`src/hw/eot_pkg.sv`:
```
// eot_pkg: constants for the enhanced opcode trap block.
// assumes a 20 MHz core_clk_i; break times are counted on that clock.
package eot_pkg;
	localparam int unsigned CLK_HZ         = 20000000;
	// break times in microseconds, figures as printed
	localparam int unsigned T_WORD_MOVE_US = 3400;
	localparam int unsigned T_LOAD_US      = 3600;
	localparam int unsigned T_LOAD_INC_US  = 3800;
	localparam int unsigned T_ELOAD_US     = 4600;
	localparam int unsigned T_ELOAD_INC_US = 4900;
	localparam int unsigned T_MUL_US       = 5800;
	localparam int unsigned T_SPM_IGN_US   = 1100;
	localparam int unsigned T_ADDR0_US     = 800;
	localparam int unsigned T_SPM1_US      = 5700;
	localparam int unsigned T_SPM3_US      = 11500;
	localparam int unsigned T_SPM5_US      = 26800;
	localparam int unsigned T_SPM9_US      = 2400;
	localparam int unsigned CYC_PER_US     = CLK_HZ / 1000000;

	// opcode class codes from the decoder
	typedef enum logic [3:0] {
		EOT_OP_NONE      = 4'h0,
		EOT_OP_WMOVE     = 4'h1,
		EOT_OP_LOAD0     = 4'h2,
		EOT_OP_LOAD      = 4'h3,
		EOT_OP_LOAD_INC  = 4'h4,
		EOT_OP_ELOAD0    = 4'h5,
		EOT_OP_ELOAD     = 4'h6,
		EOT_OP_ELOAD_INC = 4'h7,
		EOT_OP_MUL       = 4'h8,
		EOT_OP_SPM       = 4'h9
	} eot_op_t;

	typedef enum logic [1:0] {
		EOT_ST_RUN   = 2'h0,
		EOT_ST_BREAK = 2'h1,
		EOT_ST_WAIT  = 2'h2
	} eot_state_t;

	localparam logic [15:0] ADDR_ZERO    = 16'h0000;
	localparam logic [7:0]  SPM_CTL_ERASE = 8'h03;
	localparam logic [7:0]  SPM_CTL_WRITE = 8'h05;
	localparam logic [7:0]  SPM_CTL_LOCK  = 8'h09;
	localparam logic [7:0]  SPM_CTL_FILL  = 8'h01;
	localparam int unsigned VEC_WORDS     = 2;

	// APB map
	localparam logic [7:0] REG_CTRL   = 8'h00;
	localparam logic [7:0] REG_STATUS = 8'h04;
	localparam logic [7:0] REG_MASK   = 8'h08;
	localparam logic [7:0] REG_CAUSE  = 8'h0C;
	localparam int unsigned CTRL_ENH      = 0;
	localparam int unsigned CTRL_BOOTRSTF = 1;
	localparam int unsigned CTRL_NOENHDEV = 2;
	localparam int unsigned CTRL_DONE     = 3;
	localparam int unsigned ST_BREAK = 0;
	localparam int unsigned ST_WARN  = 1;
	localparam int unsigned ST_ADDR0 = 2;
	localparam int unsigned ST_BITS  = 3;
	localparam logic [2:0] CTRL_RESET = 3'h2;
endpackage : eot_pkg

```
`src/hw/eot_trap.sv`:
```
// eot_trap: halts the core on trapped opcodes and at address zero,
// freezes the peripheral clock and times the break in core_clk_i cycles.
// assumes opcode class and pc come from decode logic on core_clk_i.
// Summary of operation
// - enhanced option on: trapped opcode halts core until supervisor finishes it.
// - word move 3,4 ms; load 3,6 ms; post-increment load 3,8 ms.
// - extended load 4,6 ms, post-increment 4,9 ms; every multiply 5,8 ms.
// - break lengths are counted on a fixed clock, not the target clock; here they are counted on core_clk_i, the target core clock.
// - boot-reset fuse at 0 breaks at address zero for about 0,8 ms.
// - peripheral I/O clock stopped for the whole break.
// - external data memory access takes one extra internal cycle.
// - operand-free loads run without break while enhanced option is off.
// - lock and fuse reads by loads allowed only with enhanced option on.
// - device without enhanced set breaks on trapped opcode and warns host.
// - ignored or application-section store still breaks about 1.1 ms.
// - boot-lock interrupt disable ignored; vectors never move to boot section.
// - one vector table, two program words per vector, for both variants.
`timescale 1ns/1ps
module eot_trap (
	// clock and reset
	input  wire logic        core_clk_i,
	input  wire logic        resetn_i,
	// apb slave
	input  wire logic        psel_i,
	input  wire logic        penable_i,
	input  wire logic        pwrite_i,
	input  wire logic [7:0]  paddr_i,
	input  wire logic [31:0] pwdata_i,
	output logic      [31:0] prdata_o,
	output logic             pready_o,
	output logic             pslverr_o,
	// core side
	input  wire logic [3:0]  op_class_i,
	input  wire logic        op_valid_i,
	input  wire logic [15:0] pc_i,
	input  wire logic        fetch_i,
	input  wire logic [7:0]  spm_ctl_i,
	input  wire logic        spm_ignored_i,
	input  wire logic        xmem_req_i,
	input  wire logic        lock_read_i,
	input  wire logic [5:0]  vec_num_i,
	output logic             core_halt_o,
	output logic             io_clk_en_o,
	output logic             advance_pc_o,
	output logic             xmem_stall_o,
	output logic             lock_read_ok_o,
	output logic             irq_allow_o,
	output logic      [15:0] vec_addr_o,
	// interrupt
	output logic             irq_o
);
	eot_pkg::eot_state_t state;
	eot_pkg::eot_state_t next_state;
	logic [2:0]  ctrl;
	logic [eot_pkg::ST_BITS-1:0] status;
	logic [eot_pkg::ST_BITS-1:0] mask;
	logic [3:0]  cause;
	logic [19:0] cnt;
	logic        xmem_wait;
	logic        addr0_seen;

	wire enh_en     = ctrl[eot_pkg::CTRL_ENH];
	wire fuse_boot0 = ~ctrl[eot_pkg::CTRL_BOOTRSTF];
	wire no_enh_dev = ctrl[eot_pkg::CTRL_NOENHDEV];
	wire apb_wr     = psel_i & penable_i & pwrite_i;
	wire wr_ctrl    = apb_wr & (paddr_i == eot_pkg::REG_CTRL);
	wire wr_status  = apb_wr & (paddr_i == eot_pkg::REG_STATUS);
	wire wr_mask    = apb_wr & (paddr_i == eot_pkg::REG_MASK);
	wire sup_done   = wr_ctrl & pwdata_i[eot_pkg::CTRL_DONE];
	wire mapped     = (paddr_i == eot_pkg::REG_CTRL) | (paddr_i == eot_pkg::REG_STATUS) |
	                  (paddr_i == eot_pkg::REG_MASK) | (paddr_i == eot_pkg::REG_CAUSE);

	// operand-free loads are trapped only when the enhanced option is on
	wire is_plain_load = (op_class_i == 4'(eot_pkg::EOT_OP_LOAD0)) |
	                     (op_class_i == 4'(eot_pkg::EOT_OP_ELOAD0));
	wire is_enh_op = (op_class_i != 4'(eot_pkg::EOT_OP_NONE)) & ~is_plain_load;
	wire trap_op = op_valid_i & ((is_enh_op & (enh_en | no_enh_dev)) |
	                             (is_plain_load & enh_en));
	wire warn_ev  = op_valid_i & is_enh_op & no_enh_dev;
	wire addr0_ev = fetch_i & fuse_boot0 & (pc_i == eot_pkg::ADDR_ZERO) & ~addr0_seen;
	wire start    = (state == eot_pkg::EOT_ST_RUN) & (trap_op | addr0_ev);

	// break length in cycles of core_clk_i, the target core clock
	logic [19:0] brk_len;
	always_comb begin
		unique case (op_class_i)
			4'(eot_pkg::EOT_OP_WMOVE):     brk_len = 20'(eot_pkg::T_WORD_MOVE_US * eot_pkg::CYC_PER_US);
			4'(eot_pkg::EOT_OP_LOAD0),
			4'(eot_pkg::EOT_OP_LOAD):      brk_len = 20'(eot_pkg::T_LOAD_US * eot_pkg::CYC_PER_US);
			4'(eot_pkg::EOT_OP_LOAD_INC):  brk_len = 20'(eot_pkg::T_LOAD_INC_US * eot_pkg::CYC_PER_US);
			4'(eot_pkg::EOT_OP_ELOAD0),
			4'(eot_pkg::EOT_OP_ELOAD):     brk_len = 20'(eot_pkg::T_ELOAD_US * eot_pkg::CYC_PER_US);
			4'(eot_pkg::EOT_OP_ELOAD_INC): brk_len = 20'(eot_pkg::T_ELOAD_INC_US * eot_pkg::CYC_PER_US);
			4'(eot_pkg::EOT_OP_MUL):       brk_len = 20'(eot_pkg::T_MUL_US * eot_pkg::CYC_PER_US);
			4'(eot_pkg::EOT_OP_SPM): begin
				if (spm_ignored_i)
					brk_len = 20'(eot_pkg::T_SPM_IGN_US * eot_pkg::CYC_PER_US);
				else if (spm_ctl_i == eot_pkg::SPM_CTL_ERASE)
					brk_len = 20'(eot_pkg::T_SPM3_US * eot_pkg::CYC_PER_US);
				else if (spm_ctl_i == eot_pkg::SPM_CTL_WRITE)
					brk_len = 20'(eot_pkg::T_SPM5_US * eot_pkg::CYC_PER_US);
				else if (spm_ctl_i == eot_pkg::SPM_CTL_LOCK)
					brk_len = 20'(eot_pkg::T_SPM9_US * eot_pkg::CYC_PER_US);
				else
					brk_len = 20'(eot_pkg::T_SPM1_US * eot_pkg::CYC_PER_US);
			end
			default:                       brk_len = 20'(eot_pkg::T_ADDR0_US * eot_pkg::CYC_PER_US);
		endcase
	end

	// the break ends only when the timer ran out and the supervisor is done
	always_comb begin
		next_state = state;
		unique case (state)
			eot_pkg::EOT_ST_RUN:   if (start) next_state = eot_pkg::EOT_ST_BREAK;
			eot_pkg::EOT_ST_BREAK: if (cnt == 20'h00001) next_state = eot_pkg::EOT_ST_WAIT;
			eot_pkg::EOT_ST_WAIT:  if (sup_done) next_state = eot_pkg::EOT_ST_RUN;
			default:               next_state = eot_pkg::EOT_ST_RUN;
		endcase
	end

	always_ff @(posedge core_clk_i) begin
		if (!resetn_i) begin
			state <= eot_pkg::EOT_ST_RUN;
			cnt   <= 20'h00000;
		end else begin
			state <= next_state;
			if (start)
				cnt <= addr0_ev & ~trap_op ? 20'(eot_pkg::T_ADDR0_US * eot_pkg::CYC_PER_US) : brk_len;
			else if (cnt != 20'h00000)
				cnt <= cnt - 20'h00001;
		end
	end

	// address-zero break fires once per arrival, re-armed once pc leaves zero
	always_ff @(posedge core_clk_i) begin
		if (!resetn_i)
			addr0_seen <= 1'b0;
		else if (fetch_i)
			addr0_seen <= (pc_i == eot_pkg::ADDR_ZERO);
	end

	// one extra internal cycle per external data memory access
	always_ff @(posedge core_clk_i) begin
		if (!resetn_i)
			xmem_wait <= 1'b0;
		else
			xmem_wait <= xmem_req_i & ~xmem_wait;
	end

	always_ff @(posedge core_clk_i) begin
		if (!resetn_i) begin
			ctrl  <= eot_pkg::CTRL_RESET;
			mask  <= '0;
			cause <= 4'h0;
		end else begin
			if (wr_ctrl)
				ctrl <= pwdata_i[2:0];
			if (wr_mask)
				mask <= pwdata_i[eot_pkg::ST_BITS-1:0];
			if (start)
				cause <= addr0_ev & ~trap_op ? 4'hF : op_class_i;
		end
	end

	// set wins over a write-one clear in the same cycle
	wire [eot_pkg::ST_BITS-1:0] ev = {start & addr0_ev & ~trap_op, warn_ev & start, start};
	always_ff @(posedge core_clk_i) begin
		if (!resetn_i)
			status <= '0;
		else
			status <= (status & ~(wr_status ? pwdata_i[eot_pkg::ST_BITS-1:0] : '0)) | ev;
	end

	wire halted = (state != eot_pkg::EOT_ST_RUN);
	assign core_halt_o    = halted | start;
	assign io_clk_en_o    = ~core_halt_o;
	assign advance_pc_o   = (state == eot_pkg::EOT_ST_WAIT) & sup_done &
	                        (cause != 4'hF);
	assign xmem_stall_o   = xmem_req_i & ~xmem_wait;
	assign lock_read_ok_o = lock_read_i & enh_en;
	assign irq_allow_o    = 1'b1;
	assign vec_addr_o     = 16'(vec_num_i) * 16'(eot_pkg::VEC_WORDS);
	assign irq_o          = |(status & mask);
	assign pready_o       = 1'b1;
	assign pslverr_o      = psel_i & penable_i & ~mapped;

	wire [31:0] rd_mux =
		(paddr_i == eot_pkg::REG_CTRL)   ? {29'h0, ctrl} :
		(paddr_i == eot_pkg::REG_STATUS) ? {29'h0, status} :
		(paddr_i == eot_pkg::REG_MASK)   ? {29'h0, mask} :
		(paddr_i == eot_pkg::REG_CAUSE)  ? {28'h0, cause} : 32'h0;
	assign prdata_o = rd_mux;
endmodule : eot_trap

```
`config.mk`:
```
export PLATFORM = sky130hd
export DESIGN_NAME = eot_trap
export DESIGN_NICKNAME = d
export VERILOG_FILES = /design/src/hw/eot_pkg.sv /design/src/hw/eot_trap.sv
export SDC_FILE = /design/constraint.sdc
export NUM_CORES = 1
export LEC_CHECK = 0
export ABC_AREA = 1
export BUFFER_PORTS_ARGS = -buffer_cell sky130_fd_sc_hd__buf_2
export CAP_MARGIN = 20
export CELL_PAD_IN_SITES_DETAIL_PLACEMENT = 0
export CELL_PAD_IN_SITES_GLOBAL_PLACEMENT = 2
export CORE_MARGIN = 8
export CORE_UTILIZATION = 25
export DETAILED_ROUTE_END_ITERATION = 10
export GPL_TIMING_DRIVEN = 0
export PLACE_DENSITY_LB_ADDON = 0.3
export SLEW_MARGIN = 15
export SYNTH_ARGS = -nofsm -noshare
export SYNTH_HDL_FRONTEND = slang
export SYNTH_SLANG_ARGS = --single-unit
```
`constraint.sdc`:
```
create_clock -name core_clk_i -period 4 [get_ports core_clk_i]
set_input_delay 0.6 -clock core_clk_i [delete_from_list [all_inputs] [get_ports core_clk_i]]
set_output_delay 0.6 -clock core_clk_i [all_outputs]
set_load 0.01 [all_outputs]
```
==> results of run 1 <==
cell families (layout without fill, tap and decap cells):
logic type	count (synthesis)	count (layout)	synth area share, %
other	2	40	0.242
AOI/OAI and AO/OA	55	55	10.4
xor gates and xnor gates	11	11	3.10
DFF	37	37	23.9
adders and majority gates	2	2	0.806
and+or+nand+nor	283	283	41.9
buffers and inverters	109	183	19.7
flip-flops by register name, summed over array words and instances, names as in the netlist:
name and flops:
cnt 20, cause 4, ctrl 3, mask 3, status 3, state 2, addr0_seen 1, xmem_wait 1
critical path, cell delays in order:
cell       delay, ns
buf_2           0.09
nor2_1          0.13
nand2_1         0.12
nor2_1          0.10
inv_1           0.07
nor3_1          0.37
nand2_1         0.10
o2111ai_1       0.11
buf_2           0.18
worst max path at each step:
stage                     startpoint           to  slack (ns)
final                     paddr_i[7]  prdata_o[2]        1.53
after global routing      paddr_i[5]  prdata_o[2]        1.37
after CTS                 paddr_i[5]  prdata_o[0]        1.53
after detailed placement  paddr_i[5]  prdata_o[0]        1.55
after global placement    paddr_i[7]  prdata_o[0]        1.51
after floorplan           paddr_i[7]  prdata_o[1]        1.98
power breakdown:
part           total (mW)  switching, mW  internal [mW]
Sequential          0.533         0.0708          0.462
Combinational        1.02          0.619          0.398
Clock               0.381          0.153          0.228
Total                1.93          0.843           1.09
routing by layer:
| layer | routed length (um) | up-vias |
|---|---|---|
| met5 | 0 | - |
| met4 | 80 | 0 |
| met3 | 397 | 5 |
| met2 | 4510 | 82 |
| met1 | 4260 | 1354 |
| li1 | - | 1718 |
cell type report:
cell class,instances,area (um2),share of cell area (%)
inverters,57,216,5.51
flip-flops and latches,37,741,18.8
clock inverters,3,17.5,0.446
clock buffers,5,125,3.18
plain buffers,52,395,10.1
repair buffers,66,330,8.40
well taps,168,210,5.35
multi-input cells,391,1900,48.2
stage by stage:
stage	area (um2)	hold slack (ns)	setup slack, ns	std cells
3_5_place_dp	3790	0.414	1.55	771
4_1_cts	3930	0.423	1.53	779
6_report	3930	0.419	1.53	779
5_1_grt	3930	0.442	1.37	779
2_1_floorplan	3250	0.400	1.98	537
3_3_place_gp	3790	0.408	1.51	771
placed cells by master (no fill, tap or decap), types with 3 or more instances in the layout:
cell type	instances
nand2_2	8
nor2_1	82
nor3_1	9
nand2_1	117
conb_1	40
nand3_1	36
dfxtp_1	37
nor2_4	3
nand4_1	7
clkbuf_16	5
o21ai_0	17
buf_2	66
clkbuf_1	3
buf_4	47
nand2_4	6
nor2_2	5
a21oi_1	23
o21ai_2	5
a211oi_1	3
inv_1	53
xor2_1	9
==> results.toml, run 1 <==
[final_layout]
area_growth_pct = 26.6
fill_cells = 1361
utilization_pct = 32.6
fin_nets = 696
drive_above_1_share_pct = 26.2
antennaDiodeCount = 0

[logic_synthesis]
synth_edf_count = 0
syn_inst = 499
synthTopCellsByArea = "dfxtp_1, nand2_1, buf_4"
synth_area_leader_cell = "dfxtp_1"
syn_avg_cell_area_um2 = 6.22
netlist_area_um2 = 3110
ys_seq_elements = 37
synth_cell_types = 39
yosysTopAreaCellShare_pct = 23.9
synthArstFlopShare_pct = 0
synth_most_common_cell = "nand2_1"
synth_common_cells = "nand2_1, nor2_1, inv_1"
yosysWarnings = 0
ys.flop_type = "dfxtp_1"
yosysSeqAreaShare_pct = 23.9

[hold_path]
hold_path.class = "register to register"
hold_depth = 1
min_to = "xmem_wait"
min_from = "xmem_wait"

[sta]
rsz0062_at_grt = "false"
hold_violations = 0
worstMarginPinSlew_ns = 0.568
setup_viol = 0
timing.final.crit_share_pct = 61.7
fmax_mhz = 405
final.setup.tns_ns = 0
finClkSkew_ns = 0.00580
timing.final.crit_period_ns = 2.47
slew_headroom_pct = 62.1
slew_violations = 0

[placement]
dp_hpwl_mm = 7.99
io_buffers = 66
gp_congestion = 0.850

[global_routing]
grt_overflow = 0
grt_util_met2_pct = 20.0
grt_start_max_net_pins = 13
grt_pass1_wl_mm = 15.3
grt_pass1_vias = 3146
grt_use_met3_pct = 2.12
grt_most_used_layer = "met2"
antenna_found_initial = 0
gr-usage-all-layers_pct = 11.5
grtUsageMet1_pct = 14.2

[clocking]
worst_skew_pair.late_latency_ns = 0.28
post_cts_buffers = 0
numClockSinks = 37
root_buffer = "clkbuf_16"
clk_pin_slew_worst_paths_ns = 0.05
clock_path_buffers = 2
post_cts_resized = 0
cts_made_buffers = 5
cts_tree = "done"
postCtsHoldBufs = 0
htreeDepth = 2

[detailed_routing]
initialDrtViolationCount = 139
dr.pass1.iters = 5
wl_mm = 9.25
drc = 0
detail_route.wl_per_cell_um = 11.9
vias = 3159
via_per_inst = 4.06
drtAntennaViolNets = 0

[floorplanning]
rows = 40
fp.dieW_um = 127
start_util_pct = 25.7
die-area_um2 = 16200
die_y_um = 127
core_area_um2 = 12100
io_pins = 141

[worst_setup_path]
worstRegToRegCells = 10
r2r_start = "cnt[0]"
endpoint_kind = "primary output"
rr_endpoint = "cnt[3]"
start_kind = "input port"
r2r_slack_ns = 2.16
cp.arrival_ns = 1.87
required_ns = 3.40
cp_max_fo = 4
critPathKind = "input port to primary output"

[pwr]
irDropWorstVdd_uv = 193
power_mw = 1.93
p_leak_nw = 2.00
pwr_density_cell_nw_per_um2 = 491

[flow_run]
drv_cap = 0

[outcome]
outcome = "completed"
Power figures use the tool's default switching activity.
==> run 2: changes to the inputs <==
Settings changed: CORE_UTILIZATION 25 to 23.
Clock period 4 ns to 2.34 ns, I/O delays scaled along.
==> run 2 against run 1 <==
Effect of this change:
- critical path depth unchanged
- routed wire length is 2.2% higher
- cell count increased by 1.0%
- worst setup slack worse by 1.2 ns
- clock power increased by 75%
- die area increased by 7.6%
- design area is 0.25% higher
- global-route usage decreased by 0.73 points
- sequential share of layout area hardly changed
- total power increased by 71%
- flip-flop and latch count unchanged
- critical path type unchanged
- critical endpoint unchanged
==> results.toml, run 2 (synthesized netlist as in run 1, its figures left out) <==
[final_layout]
fill_cells = 1523
fin_nets = 696
top_register = "cnt"
antennaDiodeCount = 0
reg.largest.list = "cnt (20), cause (4)"
layout_common_cells = "nand2_1, nor2_1, buf_2"
drive_above_1_share_pct = 26.2
final_common_cell = "nand2_1"
largest_register_ffs = 20
area_growth_pct = 26.9

[worst_setup_path]
r2r_slack_ns = 0.55
cp.arrival_ns = 1.62
required_ns = 1.99
cp_max_fo = 4
worstRegToRegCells = 10
endpoint_kind = "primary output"
crit_path_start = "paddr_i[5]"
critPathKind = "input port to primary output"
crit_end = "prdata_o[2]"
r2r_start = "cnt[0]"
rr_endpoint = "cnt[3]"
start_kind = "input port"

[flow_run]
drv_cap = 0

[floorplanning]
core_area_um2 = 13200
io_pins = 141
fp.dieW_um = 132
start_util_pct = 23.5
rows = 42
die_y_um = 132
die-area_um2 = 17500

[clocking]
post_cts_buffers = 0
postCtsHoldBufs = 0
worst_skew_pair.late_latency_ns = 0.28
clock_path_buffers = 2
root_buffer = "clkbuf_16"
numClockSinks = 37
clk_pin_slew_worst_paths_ns = 0.06
htreeDepth = 2
cts_tree = "done"
cts_made_buffers = 5
post_cts_resized = 0

[pwr]
p_comb_share_pct = 52.3
clkPwrFrac_pct = 20.1
power_frac_seq_pct = 27.6
p_int_mw = 1.86
swShare_pct = 43.8
p_switching_mw = 1.45
p_leak_nw = 2.00
pwr_density_cell_nw_per_um2 = 838
irDropWorstVdd_uv = 361

[global_routing]
grt_pass1_wl_mm = 15.6
antenna_found_initial = 0
grt_overflow = 0
grt_start_max_net_pins = 13
gr-usage-all-layers_pct = 10.7
grt_pass1_vias = 3137

[outcome]
outcome = "completed"

[sta]
finClkSkew_ns = 0.00335
setup_viol = 0
slew_violations = 0
worstMarginPinSlew_ns = 0.652
final.setup.tns_ns = 0
timing.final.crit_period_ns = 1.97
final.setup.worst_slack_ns = 0.367
slew_headroom_pct = 56.5
timing.final.crit_share_pct = 84.3
rsz0062_at_grt = "false"
hold_violations = 0
fmax_mhz = 507

[placement]
dp_hpwl_mm = 8.02
pre_cts_ws_ns = 0.380
gp_congestion = 0.823
io_buffers = 66

[hold_path]
hold_path.class = "input port to register"
hold_depth = 3

[detailed_routing]
drtAntennaViolNets = 0
wl_mm = 9.45
initialDrtViolationCount = 119
detail_route.wl_per_cell_um = 12.0
via_per_inst = 4.08
vias = 3213
dr.pass1.iters = 4
drc = 0
[run 2: cell counts in the layout (fill, tap and decap cells not counted)]
Identical to the previous run, type by type.
[run 2: power groups by stage]
stage / clock network, mW / logic [mW] / registers, mW
5_1_grt: 0.716 / 1.98 / 0.938
3_5_place_dp: 0 / 1.73 / 0.925
4_1_cts: 0.682 / 1.74 / 0.912
3_3_place_gp: 0 / 1.74 / 0.925
6_report: 0.665 / 1.73 / 0.912
2_1_floorplan: 0 / 1.41 / 0.895
[run 2: final cells by class]
class                   count  area [um2]  share of cell area, %
flip-flops and latches     37         741                   18.8
repair buffers             66         330                   8.38
multi-input cells         391        1900                   48.1
clock buffers               5         125                   3.17
plain buffers              52         395                   10.0
clock inverters             3        17.5                  0.444
well taps                 176         220                   5.59
inverters                  57         216                   5.49
[run 2: layer usage]
metal	vias up	part of all wire [%]	track usage, %	routed length [um]
met5	-	0	0	0
met4	0	0.90	2.65	85
met3	6	4.5	2.02	424
met2	67	48	18.2	4550
li1	1714	-	-	-
met1	1426	46	13.6	4390
[run 2: how the worst min path moves through the flow]
stage / to / startpoint
after floorplan: xmem_wait / xmem_wait
after global placement: xmem_wait / xmem_wait
final: xmem_wait / xmem_req_i
after detailed placement: xmem_wait / xmem_wait
after global routing: xmem_wait / xmem_req_i
after CTS: xmem_wait / xmem_req_i
[run 2: worst max-delay path, cell delays in order]
cell and delay (ns):
buf_2 0.09, nor2_1 0.13, nand2_1 0.12, nor2_1 0.10, inv_1 0.08, nor3_1 0.35
nand2_1 0.11, o2111ai_1 0.11, buf_2 0.17
[run 2: through the flow]
| stage | util [%] | power, mW | hold slack (ns) | cells | area [um2] |
|---|---|---|---|---|---|
| after floorplan | - | 2.30 | 0.400 | 537 | 3250 |
| after global placement | 28.7 | 2.66 | 0.407 | 779 | 3800 |
| after detailed placement | 28.7 | 2.65 | 0.414 | 779 | 3800 |
| after CTS | 29.8 | 3.33 | 0.308 | 787 | 3940 |
| after global routing | 29.8 | 3.63 | 0.313 | 787 | 3940 |
| final | 29.8 | 3.30 | 0.312 | 787 | 3940 |
==> run 3: changes to the inputs <==
Settings changed: ABC_AREA 1 to 0.
Clock period 2.34 ns to 1.7 ns, I/O delays scaled along.
==> run 3 against run 2 <==
Effect of this change:
- the run now ends with setup timing left
- synthesized area shrank 5.4%
- via count is 8.5% lower
- clock power increased by 35%
- critical path type is now register to register
- design area grew 6.9%
- critical path depth is 5 lower
- cell count fell by 15%
- routed wire length increased by 3.3%
- flip-flop and latch count did not move
==> results.toml, run 3 <==
[outcome]
outcome = "complete, but fails checks"
violations = "setup timing"

[pwr]
power_mw = 5.38
p_comb_share_pct = 57.1
power_frac_seq_pct = 26.2
clkPwrFrac_pct = 16.7
p_int_mw = 3.27
p_leak_nw = 1.87
pwr_density_cell_nw_per_um2 = 1280
p_switching_mw = 2.11
irDropWorstVdd_uv = 918
swShare_pct = 39.3

[global_routing]
antenna_found_initial = 0
gr-usage-all-layers_pct = 11.5
grt_overflow = 0
grt_pass1_wl_mm = 15.4
grt_pass1_vias = 2927
grt_start_max_net_pins = 12

[sta]
slew_headroom_pct = 59.1
timing.final.crit_period_ns = 1.89
slew_violations = 0
setup_viol = 21
finClkSkew_ns = 0.00777
timing.final.crit_share_pct = 111
fmax_mhz = 530
hold_violations = 0
worstMarginPinSlew_ns = 0.614
final.setup.tns_ns = -2.37
final.setup.worst_slack_ns = -0.187
rsz0062_at_grt = "true"

[final_layout]
fill_cells = 1372
antennaDiodeCount = 0
final_common_cell = "buf_4"
utilization_pct = 33.5
area_growth_pct = 43.3
drive_above_1_share_pct = 42.4
largest_register_ffs = 20
layout_common_cells = "buf_4, buf_2, conb_1"
stdcell_count = 667
fin_nets = 580
reg.largest.list = "cnt (20), cause (4)"
top_register = "cnt"

[logic_synthesis]
synth_common_cells = "buf_4, dfxtp_1, nor2_1"
synthArstFlopShare_pct = 0
syn_inst = 356
yosysSeqAreaShare_pct = 25.2
ys.flop_type = "dfxtp_1"
yosysTopAreaCellShare_pct = 25.2
synth_cell_types = 64
synthTopCellsByArea = "dfxtp_1, buf_4, nor2_1"
yosysWarnings = 0
syn_avg_cell_area_um2 = 8.26
synth_most_common_cell = "buf_4"
ys_seq_elements = 37
netlist_area_um2 = 2940
synth_edf_count = 0
synth_area_leader_cell = "dfxtp_1"

[detailed_routing]
drc = 0
dr.pass1.iters = 4
wl_mm = 9.76
via_per_inst = 4.41
wl_met1_mm = 4.40
vias = 2941
drtAntennaViolNets = 0
wl_met3_um = 668
top_layer = "met4"
initialDrtViolationCount = 117
wl_met2_mm = 4.65
detail_route.wl_per_cell_um = 14.6

[placement]
dp_hpwl_mm = 7.41
pre_cts_ws_ns = -0.559
io_buffers = 63
dp.cells = 629
gp_congestion = 0.809

[clocking]
numClockSinks = 37
htreeDepth = 2
clock_path_buffers = 2
clk_pin_slew_worst_paths_ns = 0.06
root_buffer = "clkbuf_16"
cts_made_buffers = 5
worst_skew_pair.late_latency_ns = 0.28
cts_tree = "done"

[worst_setup_path]
r2r_start = "cnt[11]"
critPathKind = "register to register"
crit_path_start = "cnt[11]"
endpoint_kind = "register"
cp.arrival_ns = 2.06
cp_max_fo = 10
required_ns = 1.87
start_kind = "register"

[floorplanning]
start_util_pct = 23.4
rows = 41
die-area_um2 = 16700
core_area_um2 = 12600
io_pins = 141
die_y_um = 129
fp.dieW_um = 129

[hold_path]
hold_path.class = "input port to register"
min_from = "pwdata_i[0]"

[flow_run]
drv_cap = 0
-- run 3: path summary, 6_finish.rpt --
check | slack [ns] | to | depth (start not counted)
worst max register to register | -0.19 | cnt[1] | 4
worst max-delay path | -0.19 | cnt[1] | 4
worst min register to register | 0.49 | addr0_seen | 2
worst min-delay path | 0.24 | mask[0] | 3
-- run 3: stage by stage --
step                hold slack, ns  instance area (um2)
floorplan                    0.383                 3160
global placement             0.467                 3690
detailed placement           0.469                 3690
CTS                          0.246                 4000
global route                 0.253                 4210
finish                       0.245                 4210
-- run 3: layout make-up --
cell class                      instances  area (um2)  share of cell area (%)
Multi-Input combinational cell        281        2020                    48.0
Sequential cell                        37         762                    18.1
Timing Repair Buffer                   94         569                    13.5
Buffer                                 63         457                    10.8
Tap cell                              172         215                    5.11
Clock buffer                            6         129                    3.06
Inverter                               12        50.0                    1.19
Clock inverter                          2        10.0                   0.238
-- run 3: kinds of logic after synthesis --
family | count (synthesis) | share of synthesized area [%]
muxes | 10 | 4.68
buffers and inverters | 76 | 16.5
DFF | 37 | 25.2
AOI/OAI and AO/OA | 65 | 16.4
other | 2 | 0.256
adders and majority gates | 2 | 0.851
xor gates and xnor gates | 18 | 5.36
and+or+nand+nor | 146 | 30.7
-- run 3: routing by layer --
metal,vias to the layer above,global-route usage (%)
li1,1499,-
met1,1354,14.4
met2,84,20.0
met3,4,2.79
met4,0,1.66
met5,-,0
-- run 3: repair_timing --
item	in CTS	in global routing
gates resized for setup	24	22
gates cloned	0	0
buffers inserted	12	20
hold buffers	0	0
endpoints found under the setup margin	35	33
pin swaps	9	16
-- run 3: power groups by stage --
stage                     registers, mW  clock network, mW  logic, mW
final                              1.41              0.901       3.07
after global placement             1.38                  0       2.30
after floorplan                    1.33                  0       1.86
after global routing               1.44              0.965       3.35
after detailed placement           1.37                  0       2.32
after CTS                          1.40              0.916       2.63
-- run 3: worst max-delay path, cell delays in order, from the launching register on --
cell      delay, ns
dfxtp_2        0.35
nor4_4         0.39
nand3_2        0.15
or4_4          0.63
o2111a_1       0.26
